<file path="src/rtl/adcfe_pkg.sv">
package adcfe_pkg;

	// Synchroniser depth for every pin that comes from outside mclk
	localparam int SYNC_STAGES = 2;

	// Register indices as carried on the bus (7-bit)
	localparam logic [6:0] REG_SYSTEM = 7'h00;
	localparam logic [6:0] REG_SOUND = 7'h01;
	localparam logic [6:0] REG_STATUS = 7'h02;
	localparam logic [6:0] REG_PLL_INIT = 7'h40;
	localparam logic [6:0] REG_RESTORE = 7'h7F;

	// Values after reset and after a defaults restore
	localparam logic [15:0] SYSTEM_RESET = 16'h0009;
	localparam logic [15:0] SOUND_RESET = 16'hC000;
	localparam logic [15:0] PLL_INIT_RESET = 16'h0000;

	// System register fields
	localparam int SYS_POWER_BIT = 0;
	localparam int SYS_CHAN_BIT = 1;
	localparam int SYS_CLK_BIT = 2;
	localparam int SYS_DAC_BIT = 3;
	localparam int SYS_FMT_LSB = 4;
	localparam int SYS_DEEM_LSB = 6;

	// Sound register fields
	localparam int SND_VOL_LSB = 0;
	localparam int SND_BASS_LSB = 6;
	localparam int SND_TREB_LSB = 10;
	localparam int SND_FILT_LSB = 12;
	localparam int SND_MUTE_BIT = 14;
	localparam int SND_AUTO_BIT = 15;

	// Transfer type field of the address byte, {bit1, bit0}
	localparam logic [1:0] XFER_WRITE = 2'h2;
	localparam logic [1:0] XFER_READ = 2'h3;

	// Device address field, value arbitrary
	localparam logic [5:0] DEV_ADDR_DEFAULT = 6'h06;

	// Bit counter marks within a phase
	localparam logic [4:0] LAST_BYTE_BIT = 5'h07;
	localparam logic [4:0] LAST_DATA_BIT = 5'h17;
	localparam logic [4:0] CNT_MAX = 5'h18;

	typedef enum logic [1:0] {SEL_NONE, SEL_WRITE, SEL_READ} adcfe_sel_t;

	typedef struct packed {
		logic [1:0] clock_accuracy_code;
		logic [1:0] emphasis;
		logic pcm_detected;
		logic [1:0] sample_rate_code;
		logic decoder_locked;
		logic pll_locked;
		logic interp_mute;
	} adcfe_status_t;

	typedef struct packed {
		logic power_on;
		logic input_channel_select;
		logic clock_source_select;
		logic converter_source_select;
		logic [1:0] format;
		logic [1:0] deemphasis;
		logic [5:0] volume;
		logic [3:0] bass;
		logic [1:0] treble;
		logic [1:0] filter_mode;
		logic lock_mute_enable;
	} adcfe_ctrl_t;

endpackage : adcfe_pkg

</file>
<file path="src/rtl/adcfe_pin_sync.sv">
`timescale 1ns/1ps
module adcfe_pin_sync #(
	parameter int WIDTH = 8
) (
	input wire logic mclk, // System clock
	input wire logic sys_rst, // Synchronous reset, high
	input wire logic clk_en, // Freezes state when low
	input wire logic [WIDTH-1:0] pin_in, // Asynchronous pins
	output logic [WIDTH-1:0] pin_sync // Synchronised pins
);

	logic [WIDTH-1:0] meta_reg;

	always_ff @(posedge mclk)
	begin
		if (sys_rst)
		begin
			meta_reg <= '0;
			pin_sync <= '0;
		end
		else if (clk_en)
		begin
			meta_reg <= pin_in;
			pin_sync <= meta_reg;
		end
	end

endmodule : adcfe_pin_sync

</file>
<file path="src/rtl/adcfe_top.sv">
`timescale 1ns/1ps
module adcfe_top #(
	parameter logic [5:0] DEV_ADDR = adcfe_pkg::DEV_ADDR_DEFAULT
) (
	input wire logic mclk, // System clock
	input wire logic sys_rst, // Synchronous reset, high
	input wire logic clk_en, // Freezes state when low
	input wire logic control_mode_strap, // High static, low serial
	input wire logic bus_clock_pin, // Bus clock from controller
	input wire logic bus_mode_line, // Bus mode / format bit 1
	input wire logic bus_data_line, // Bus data in / format bit 0
	input wire logic mute_pin, // Static soft mute request
	input wire logic input_channel_select, // Static channel pin
	input wire logic clock_source_select, // Static clock source pin
	input wire logic converter_source_select, // Static DAC source pin
	input wire adcfe_pkg::adcfe_status_t decoder_status, // Datapath status
	output logic bus_data_out, // Bus data driven on reads
	output logic bus_data_oe, // Bus data output enable
	output logic lock_status, // Lock status pin
	output logic emphasis_status_low, // Emphasis code bit 0
	output logic emphasis_status_high, // Emphasis code bit 1
	output logic static_mode, // Static control active
	output logic soft_mute_active, // Soft mute request to DSP
	output adcfe_pkg::adcfe_ctrl_t ctrl_out // Effective settings
);

	function automatic logic [7:0] rev8(input logic [7:0] v);
		logic [7:0] r;
		r = '0;
		for (int i = 0; i < 8; i++)
			r[i] = v[7-i];
		return r;
	endfunction : rev8

	function automatic logic [15:0] rev16(input logic [15:0] v);
		logic [15:0] r;
		r = '0;
		for (int i = 0; i < 16; i++)
			r[i] = v[15-i];
		return r;
	endfunction : rev16

	function automatic adcfe_pkg::adcfe_ctrl_t cfg_from(
		input logic [15:0] sys,
		input logic [15:0] snd
	);
		adcfe_pkg::adcfe_ctrl_t c;
		c.power_on = sys[adcfe_pkg::SYS_POWER_BIT];
		c.input_channel_select = sys[adcfe_pkg::SYS_CHAN_BIT];
		c.clock_source_select = sys[adcfe_pkg::SYS_CLK_BIT];
		c.converter_source_select = sys[adcfe_pkg::SYS_DAC_BIT];
		c.format = sys[adcfe_pkg::SYS_FMT_LSB +: 2];
		c.deemphasis = sys[adcfe_pkg::SYS_DEEM_LSB +: 2];
		c.volume = snd[adcfe_pkg::SND_VOL_LSB +: 6];
		c.bass = snd[adcfe_pkg::SND_BASS_LSB +: 4];
		c.treble = snd[adcfe_pkg::SND_TREB_LSB +: 2];
		c.filter_mode = snd[adcfe_pkg::SND_FILT_LSB +: 2];
		c.lock_mute_enable = snd[adcfe_pkg::SND_AUTO_BIT];
		return c;
	endfunction : cfg_from

	// Read lookup: {valid, word}
	function automatic logic [16:0] rd_lookup(
		input logic [6:0] a,
		input logic [15:0] sys,
		input logic [15:0] snd,
		input logic [15:0] init,
		input logic [15:0] stat
	);
		logic [16:0] r;
		r = {1'b0, 16'h0000};
		if (a == adcfe_pkg::REG_SYSTEM)
			r = {1'b1, sys};
		else if (a == adcfe_pkg::REG_SOUND)
			r = {1'b1, snd};
		else if (a == adcfe_pkg::REG_STATUS)
			r = {1'b1, stat};
		else if (a == adcfe_pkg::REG_PLL_INIT)
			r = {1'b1, init};
		return r;
	endfunction : rd_lookup

	logic [7:0] pins_s;
	logic clk_q_reg;
	logic mode_q_reg;
	logic awake_reg;
	logic static_mode_reg;
	logic [4:0] cnt_reg;
	logic [15:0] rx_reg;
	adcfe_pkg::adcfe_sel_t sel_reg;
	adcfe_pkg::adcfe_sel_t sel_next;
	logic [6:0] wr_addr_reg;
	logic wr_dir_reg;
	logic [6:0] rd_addr_reg;
	logic rd_pend_reg;
	logic [23:0] tx_reg;
	logic [15:0] sys_reg;
	logic [15:0] snd_reg;
	logic [15:0] init_reg;
	logic [adcfe_pkg::SYNC_STAGES:0] warm_reg;

	adcfe_pin_sync #(
		.WIDTH(8)
	) u_sync (
		.mclk(mclk),
		.sys_rst(sys_rst),
		.clk_en(clk_en),
		.pin_in({converter_source_select, clock_source_select,
			input_channel_select, mute_pin, control_mode_strap,
			bus_data_line, bus_mode_line, bus_clock_pin}),
		.pin_sync(pins_s)
	);

	wire clk_s = pins_s[0];
	wire mode_s = pins_s[1];
	wire data_s = pins_s[2];
	wire strap_s = pins_s[3];
	wire mute_s = pins_s[4];
	wire chan_s = pins_s[5];
	wire clks_s = pins_s[6];
	wire dacs_s = pins_s[7];

	// Synchroniser reset level is not the pin level: no clock edges until primed
	wire warm = warm_reg[adcfe_pkg::SYNC_STAGES];
	wire clk_rise = warm & clk_s & ~clk_q_reg;
	wire clk_fall = warm & ~clk_s & clk_q_reg;
	wire mode_change = mode_s ^ mode_q_reg;
	wire bus_on = ~static_mode_reg & awake_reg;
	wire bit_take = bus_on & clk_rise & ~mode_change;
	wire [15:0] rx_next = {data_s, rx_reg[15:1]};

	// Address phase decode
	wire addr_done = bit_take & ~mode_s
		& (cnt_reg == adcfe_pkg::LAST_BYTE_BIT);
	wire [7:0] addr_byte = rx_next[15:8];
	wire addr_match = addr_byte[7:2] == DEV_ADDR;
	wire [1:0] xfer_type = addr_byte[1:0];
	wire in_write = mode_s & (sel_reg == adcfe_pkg::SEL_WRITE);
	wire in_read = bus_on & mode_s & (sel_reg == adcfe_pkg::SEL_READ);

	// Data phase decode
	wire regb_done = bit_take & in_write
		& (cnt_reg == adcfe_pkg::LAST_BYTE_BIT);
	wire [7:0] regb_rev = rev8(rx_next[15:8]);
	wire word_done = bit_take & in_write & ~wr_dir_reg
		& (cnt_reg == adcfe_pkg::LAST_DATA_BIT);
	wire [15:0] wr_word = rev16(rx_next);
	wire wr_sys = word_done & (wr_addr_reg == adcfe_pkg::REG_SYSTEM);
	wire wr_snd = word_done & (wr_addr_reg == adcfe_pkg::REG_SOUND);
	wire wr_init = word_done & (wr_addr_reg == adcfe_pkg::REG_PLL_INIT);
	wire wr_restore = word_done & (wr_addr_reg == adcfe_pkg::REG_RESTORE);

	// Read data for the answer
	wire [15:0] status_word = {6'h00, decoder_status};
	wire [16:0] rd_hit = rd_lookup(rd_addr_reg, sys_reg, snd_reg, init_reg,
		status_word);
	wire rd_ok = rd_pend_reg & rd_hit[16];
	wire [15:0] rd_word = rd_ok ? rd_hit[15:0] : 16'h0000;
	wire [7:0] rd_regb = rev8({~rd_ok, rd_addr_reg});
	wire tx_shift = in_read & clk_fall & (cnt_reg != 5'h00);

	// Effective settings
	wire adcfe_pkg::adcfe_ctrl_t cfg_serial = cfg_from(sys_reg, snd_reg);
	wire adcfe_pkg::adcfe_ctrl_t cfg_dflt = cfg_from(adcfe_pkg::SYSTEM_RESET,
		adcfe_pkg::SOUND_RESET);
	wire adcfe_pkg::adcfe_ctrl_t cfg_static = '{
		power_on: cfg_dflt.power_on,
		input_channel_select: chan_s,
		clock_source_select: clks_s,
		converter_source_select: dacs_s,
		format: {mode_s, data_s},
		deemphasis: cfg_dflt.deemphasis,
		volume: cfg_dflt.volume,
		bass: cfg_dflt.bass,
		treble: cfg_dflt.treble,
		filter_mode: cfg_dflt.filter_mode,
		lock_mute_enable: cfg_dflt.lock_mute_enable
	};
	wire lock_static = decoder_status.pll_locked
		& decoder_status.decoder_locked & decoder_status.pcm_detected;
	wire lock_serial = decoder_status.pll_locked
		& decoder_status.decoder_locked;
	wire mute_next = static_mode_reg ? mute_s
		: snd_reg[adcfe_pkg::SND_MUTE_BIT];

	always_comb
	begin
		sel_next = sel_reg;
		if (mode_change & ~mode_s)
			sel_next = adcfe_pkg::SEL_NONE;
		else if (addr_done & addr_match & (xfer_type == adcfe_pkg::XFER_WRITE))
			sel_next = adcfe_pkg::SEL_WRITE;
		else if (addr_done & addr_match & (xfer_type == adcfe_pkg::XFER_READ))
			sel_next = adcfe_pkg::SEL_READ;
		else if (addr_done)
			sel_next = adcfe_pkg::SEL_NONE;
	end

	// Strap follows the pin, modes exclusive
	always_ff @(posedge mclk)
	begin
		if (sys_rst)
			static_mode_reg <= 1'b0;
		else if (clk_en)
			static_mode_reg <= strap_s;
	end

	// Filled with ones once the synchroniser carries real pin levels
	always_ff @(posedge mclk)
	begin
		if (sys_rst)
			warm_reg <= '0;
		else if (clk_en)
			warm_reg <= {warm_reg[adcfe_pkg::SYNC_STAGES-1:0], 1'b1};
	end

	// First clock pulse only wakes the interface
	always_ff @(posedge mclk)
	begin
		if (sys_rst)
			awake_reg <= 1'b0;
		else if (clk_en & clk_rise & ~static_mode_reg)
			awake_reg <= 1'b1;
	end

	always_ff @(posedge mclk)
	begin
		if (sys_rst)
		begin
			clk_q_reg <= 1'b0;
			mode_q_reg <= 1'b0;
			cnt_reg <= 5'h00;
			rx_reg <= 16'h0000;
			sel_reg <= adcfe_pkg::SEL_NONE;
		end
		else if (clk_en)
		begin
			clk_q_reg <= clk_s;
			mode_q_reg <= mode_s;
			sel_reg <= sel_next;
			if (mode_change)
				cnt_reg <= 5'h00;
			else if (bit_take & (cnt_reg != adcfe_pkg::CNT_MAX))
				cnt_reg <= cnt_reg + 5'h01;
			if (bit_take)
				rx_reg <= rx_next;
		end
	end

	// Register byte capture, prepare read
	always_ff @(posedge mclk)
	begin
		if (sys_rst)
		begin
			wr_addr_reg <= 7'h00;
			wr_dir_reg <= 1'b0;
			rd_addr_reg <= 7'h00;
			rd_pend_reg <= 1'b0;
		end
		else if (clk_en & regb_done)
		begin
			wr_addr_reg <= regb_rev[6:0];
			wr_dir_reg <= regb_rev[7];
			if (regb_rev[7])
			begin
				rd_addr_reg <= regb_rev[6:0];
				rd_pend_reg <= 1'b1;
			end
		end
	end

	// Answer shifter, first bit sits in bit 0
	always_ff @(posedge mclk)
	begin
		if (sys_rst)
			tx_reg <= 24'h000000;
		else if (clk_en & addr_done & addr_match
			& (xfer_type == adcfe_pkg::XFER_READ))
			tx_reg <= {rev16(rd_word), rd_regb};
		else if (clk_en & tx_shift)
			tx_reg <= {1'b0, tx_reg[23:1]};
	end

	// Control registers
	always_ff @(posedge mclk)
	begin
		if (sys_rst | (clk_en & wr_restore))
		begin
			sys_reg <= adcfe_pkg::SYSTEM_RESET;
			snd_reg <= adcfe_pkg::SOUND_RESET;
			init_reg <= adcfe_pkg::PLL_INIT_RESET;
		end
		else if (clk_en)
		begin
			if (wr_sys)
				sys_reg <= wr_word;
			if (wr_snd)
				snd_reg <= wr_word;
			if (wr_init)
				init_reg <= wr_word;
		end
	end

	// Registered outputs
	always_ff @(posedge mclk)
	begin
		if (sys_rst)
		begin
			bus_data_out <= 1'b0;
			bus_data_oe <= 1'b0;
			lock_status <= 1'b0;
			emphasis_status_low <= 1'b0;
			emphasis_status_high <= 1'b0;
			static_mode <= 1'b0;
			soft_mute_active <= 1'b1;
			ctrl_out <= cfg_from(adcfe_pkg::SYSTEM_RESET,
				adcfe_pkg::SOUND_RESET);
		end
		else if (clk_en)
		begin
			bus_data_out <= in_read & tx_reg[0];
			bus_data_oe <= in_read;
			lock_status <= static_mode_reg ? lock_static : lock_serial;
			emphasis_status_low <= decoder_status.emphasis[0];
			emphasis_status_high <= decoder_status.emphasis[1];
			static_mode <= static_mode_reg;
			soft_mute_active <= mute_next;
			ctrl_out <= static_mode_reg ? cfg_static : cfg_serial;
		end
	end
endmodule : adcfe_top
</file>
<file path="config.mk">
export PLATFORM = sky130hd
export DESIGN_NAME = adcfe_top
export DESIGN_NICKNAME = d
export VERILOG_FILES = /design/src/rtl/adcfe_pkg.sv /design/src/rtl/adcfe_pin_sync.sv /design/src/rtl/adcfe_top.sv
export SDC_FILE = /design/constraint.sdc
export NUM_CORES = 1
export LEC_CHECK = 0
export CORE_MARGIN = 2
export CORE_UTILIZATION = 50
export DETAILED_ROUTE_END_ITERATION = 8
export DONT_BUFFER_PORTS = 1
export GPL_ROUTABILITY_DRIVEN = 0
export HOLD_SLACK_MARGIN = 0.03
export PLACE_DENSITY = 0.7
export SYNTH_ARGS = -nofsm -noshare
export SYNTH_HDL_FRONTEND = slang
export SYNTH_HIERARCHICAL = 1
export SYNTH_SLANG_ARGS = --single-unit
</file>
<file path="constraint.sdc">
create_clock -name mclk -period 6.29 [get_ports mclk]
set_input_delay 1.258 -clock mclk [delete_from_list [all_inputs] [get_ports mclk]]
set_output_delay 1.258 -clock mclk [all_outputs]
set_load 0.02 [all_outputs]
</file>
Word level (Yosys, flattened, before mapping)
Index checks and enable logic that the tools add are counted.
- register bits: 164
- word-level logic and storage cells: 128
- input bits: 21
- output and inout bits: 30
- bitwise gates (word level): 48
- eq/ne operators: 14
- muxes and demuxes: 16
- $add $sub $neg: 1
- reductions and logical operators: 13
- operators with widths (operator ; number):
    two-way mux 17 bit ; 4
    two-way mux 24 bit ; 2
    AND 1 bit ; 39
    two-way mux 23 bit ; 1
    == test 7 bit (second input constant) ; 3
    two-way mux 16 bit ; 1
    == test 7 x 1 -> 1 bit (second input constant) ; 2
    zero test 7 bit ; 2
    AND reduction 2 bit ; 7
    two-way mux 5 bit ; 2
    two-way mux 2 bit ; 4
    == test 7 x 2 -> 1 bit (second input constant) ; 1
    NOT 1 bit ; 7
    == test 2 bit (second input constant) ; 3
    == test 6 x 3 -> 1 bit (second input constant) ; 1
    adder 5 x 1 -> 5 bit (second input constant) ; 1
    == test 5 x 3 -> 1 bit (second input constant) ; 1
    == test 5 bit (second input constant) ; 1
    != test 5 bit (second input constant) ; 1
    nonzero test 5 bit ; 1
    nonzero test 2 bit ; 2
    nonzero test 4 bit ; 1
    == test 2 x 1 -> 1 bit (second input constant) ; 1
    two-way mux 1 bit ; 2
    2 further kinds ; 2

Longest topological paths before layout
- word-level depth: 11
- mapped depth: 9
- gate-level depth less buffers: 7

Modules after synthesis
The synthesis kept the hierarchy.
- by module, submodules not included (module ; area each (µm²) ; cells an instance ; times used):
    adcfe_top ; 6354.8 ; 754 ; 1
    adcfe_pin_sync ; 580.6 ; 52 ; 1

Worst setup path after synthesis
OpenSTA, ideal clock, no wires.
- path type: in2reg
- from: in clk_en
- to: reg rd_addr_reg[0]
- arrival: 2656 ps
- buffers on the path: 2
- data required time: 6162 ps
- stages on the path: 7
- path slack: 3507 ps
- cells stage by stage: buf_2 -> nand4b_4 -> or4_1 -> buf_6 -> nor2_8 -> mux2i_1 -> nor2_1
- longest elaborated chain between the ends: 2
- ends and longest elaborated chain (item ; line ; text):
    start, declared ; adcfe_top.sv:7 ; input wire logic clk_en,
    AND 1 bit ; adcfe_top.sv:260 ; else if (clk_en & regb_done)
    AND reduction 2 bit (no source line) ; -- ;
    end signal, assigned ; adcfe_top.sv:266 ; rd_addr_reg <= regb_rev[6:0];
    end, declared ; adcfe_top.sv:94 ; logic [6:0] rd_addr_reg;
Every way passes these cells.
A chain may end at the register's enable or synchronous reset.

Worst setup path in the final report
- from: reg u_sync.pin_sync[1]
- to: reg init_reg[9]
- longest elaborated chain between the ends: 9
- elaborated cells on any way between the ends: 12
- classes of those cells: bitwise: 11; reduce/logical: 1
- ends and longest elaborated chain (item ; line ; text):
    start, declared ; adcfe_pin_sync.sv:9 ; output logic [WIDTH-1:0] pin_sync
    start signal, assigned ; adcfe_pin_sync.sv:24 ; pin_sync <= meta_reg;
    bitwise XOR 1 bit ; adcfe_top.sv:127 ; wire mode_change = mode_s ^ mode_q_reg;
    NOT 1 bit ; adcfe_top.sv:129 ; wire bit_take = bus_on & clk_rise & ~mode_change;
    AND 1 bit ; adcfe_top.sv:129 ;
    AND 1 bit (*) (2 in series) ; adcfe_top.sv:145 ; wire word_done = bit_take & in_write & ~wr_dir_reg
    AND 1 bit (*) ; adcfe_top.sv:146 ; & (cnt_reg == adcfe_pkg::LAST_DATA_BIT);
    AND 1 bit ; adcfe_top.sv:151 ; wire wr_restore = word_done & (wr_addr_reg == adcfe_pkg::REG_RESTORE);
    AND 1 bit ; adcfe_top.sv:287 ; if (sys_rst | (clk_en & wr_restore))
    OR 1 bit ; adcfe_top.sv:287 ;
    end signal, assigned ; adcfe_top.sv:291 ; init_reg <= adcfe_pkg::PLL_INIT_RESET;
    end signal, assigned ; adcfe_top.sv:300 ; init_reg <= wr_word;
    end, declared ; adcfe_top.sv:99 ; logic [15:0] init_reg;
Every way passes the cells marked *; elsewhere a longest branch is shown, timed or not.

==> flow_metrics.tcl <==
set metrics [dict create \
    status "completed" \
    final_util_pct 54.5 \
    ioPinCount 51 \
    cts.root.buffer_cell "sky130_fd_sc_hd__clkbuf_16" \
    cts_inserted_buffers 17 \
    critPathMaxStageDelay_ns 0.68 \
    floorplan.rows 43 \
    worstPathCellList "inv_1 > ha_1 > nand4b_4 > nor4_4 > nand4b_1 > nand2_1 > a21oi_1" \
    p_total_uw 2180 \
    dr.pass1.iters 5 \
    post_synth_fa_ha_maj_area_fraction_pct 0.541 \
    routed_wire_length_per_instance_um 17.4 \
    synthArstFlopShare_pct 0 \
    post_synth_main_area_contributors "sky130_fd_sc_hd__dfxtp_1, sky130_fd_sc_hd__mux2i_1, sky130_fd_sc_hd__nand2_1" \
    final_cell_area_um2 7480 \
    maxCapViolCount 0 \
    cp_top_family "simple AND/OR/NAND/NOR gates" \
    totalWireLength_um 16600 \
    post_synth_num_cell_types 49 \
    fill_cells 1221 \
    hp-class "reg -> reg" \
    synth_seq_area_share_pct 47.1 \
    synth_top_family_by_area "simple AND/OR/NAND/NOR gates" \
    drc 0 \
    synth_largest_area_cell "sky130_fd_sc_hd__dfxtp_1" \
    cts.htree.levels 4 \
    tritoncts "yes" \
    antenna-diode-count 0 \
    timing_worst_slew_pin_value_ns 0.928 \
    detail_route.iter0.violations 563 \
    ys_dominant_reg_cell "sky130_fd_sc_hd__dfxtp_1" \
    grt_overflow 0 \
    synth_warn 6 \
    yosys-top-cells-count "sky130_fd_sc_hd__dfxtp_1, sky130_fd_sc_hd__nand2_1, sky130_fd_sc_hd__a21oi_1" \
    area_growth_syn_to_layout_pct 7.83 \
    post_synth_inst_count 806 \
    dpl-instance-area_um2 6850 \
    initial_core_util_pct 50.6 \
    fp.coreArea_um2 13700 \
    netlist.area_leader.share_pct 47.1 \
    syn_area_um2 6940 \
    drive_above_1_share_pct 6.46 \
    rsz0062_at_grt "no" \
    cts-hold-fix-buffers 0 \
    critical-path-slowest-cell "sky130_fd_sc_hd__nand4b_1" \
    power_density_nw_per_um2 292 \
    synth.net_count 830 \
    path_clk_slew_ns 0.06 \
    final_setup_skew_ns 0.00532 \
    period_needed_ns 2.70 \
    maxSlewHeadroom_pct 38.2 \
    vdd_drop_max_v 0.000192 \
    synth-seq-cells 163 \
    power.static_leakage_uw 0.00262 \
    detailed_place_hpwl_um 11000 \
    grt_first_pass_wirelength_um 26600 \
    fp.dieH_um 122 \
    worstSetupPathType "reg -> reg" \
    library_cell_with_the_highest_instance_count_after_synthesis "sky130_fd_sc_hd__dfxtp_1" \
    post_synth_and_or_nand_nor_area_fraction_pct 23.1 \
    finalMaxSlewViolations 0 \
    cts_resized 0 \
    worst-endpoint-arrival_ns 2.99 \
    critPathCaptureType "register" \
    synth_compound_area_share_pct 14.2 \
    io_buffers 0 \
    post_synth_mux_area_share_pct 9.53 \
    die_area_um2 14800 \
    max_ffs_per_register 24 \
    worstSetupStartpointType "register" \
    xor_and_xnor_area_share_after_synthesis_pct 0.379 \
    maxClockFrequency_mhz 370 \
    cts.repair_timing.setup_buffer_count 0 \
    maximum_root_to_sink_buffer_count 2 \
    number_of_antenna_violations_at_the_first_check_in_global_routing 0 \
    setup_total_negative_slack_ns 0 \
    path_buf_inv 1 \
    die_width_um 122 \
    critical_path.max_fanout 16 \
    grt_usage_pct 23.1 \
    setup_viol 0 \
    crit_required_ns 6.58 \
    clkLatencyLatePin_ns 0.43 \
    hold_viol_final 0 \
    number_of_enable_type_register_cells_in_the_synthesized_netlist 0 \
    via_count 5529 \
    synth.avg_cell_area_um2 8.60 \
    final_antenna_net_count 0 \
    period_share_pct 42.9 \
    first_global_vias 5053 \
    cts_sinks 163 \
    final_net_count 785 \
    avgViaCountPerCell 5.80 \
    maximum_number_of_pins_on_one_net_before_global_route_repair 116 \
]
## cell usage in the layout, fill, tap and decap left out, types with 6 or more instances in the layout
master	count
sky130_fd_sc_hd__inv_1	7
sky130_fd_sc_hd__o21ai_0	9
sky130_fd_sc_hd__o22ai_1	12
sky130_fd_sc_hd__a22oi_1	10
sky130_fd_sc_hd__nor2b_1	9
sky130_fd_sc_hd__nand3_1	31
sky130_fd_sc_hd__a211oi_1	15
sky130_fd_sc_hd__nand4b_1	8
sky130_fd_sc_hd__nand4_1	7
sky130_fd_sc_hd__o2bb2ai_1	6
sky130_fd_sc_hd__nand2b_1	23
sky130_fd_sc_hd__nand3b_1	9
sky130_fd_sc_hd__mux2i_1	66
sky130_fd_sc_hd__nand2_1	147
sky130_fd_sc_hd__dfxtp_1	163
sky130_fd_sc_hd__clkbuf_16	17
sky130_fd_sc_hd__nor2_1	73
sky130_fd_sc_hd__a21oi_1	100
## tightest hold or removal path: stages, from the launching register on
cell and delay [ns]:
sky130_fd_sc_hd__dfxtp_1 0.31, sky130_fd_sc_hd__nand2_1 0.05, sky130_fd_sc_hd__a21oi_1 0.05
## logic make-up (layout without fill, tap and decap cells)
family                   Yosys count  in the layout
multiplexers                      66             66
flip-flops                       163            163
adder cells (fa/ha/maj)            3              3
AO/OA/AOI/OAI                    165            165
AND/OR/NAND/NOR                  332            332
XOR/XNOR                           3              3
buffers and inverters             74             42
## final cells by class
class | instances | area, µm² | share of cell area [%]
repair buffers | 3 | 22.5 | 0.301
multi-input cells | 569 | 3310 | 44.2
well taps | 180 | 225 | 3.01
inverters | 7 | 26.3 | 0.351
clock buffers | 20 | 457 | 6.11
flip-flops and latches | 163 | 3260 | 43.6
clock inverters | 12 | 176 | 2.36
## final timing paths
| path | from | cells past startpoint | slack [ns] | end |
|---|---|---|---|---|
| worst max-delay path | u_sync/pin_sync[1] | 7 | 3.59 | init_reg[9] |
| worst min-delay path | init_reg[13] | 2 | 0.45 | init_reg[13] |
| worst max register to register | u_sync/pin_sync[1] | 7 | 3.59 | init_reg[9] |
| worst min register to register | init_reg[13] | 2 | 0.45 | init_reg[13] |
## metrics by stage
step                      hold WS, ns  setup WS (ns)  std cells
after detailed placement        0.445           3.29        922
after CTS                       0.451           3.63        954
after global placement          0.438           3.38        922
final                           0.454           3.59        954
after global routing            0.466           3.39        954
after floorplan                 0.427           3.51        806
## per-layer routing
layer	track usage (%)	routed length (µm)
met5	0	0
met4	9.12	468
met3	7.68	1140
met1	30.8	7600
met2	34.8	7400
## power by group
part / switching [µW] / internal, µW
clock network: 417 / 686
logic: 12.2 / 14.8
registers: 9.53 / 1040
(Power assumes the default switching activity.)
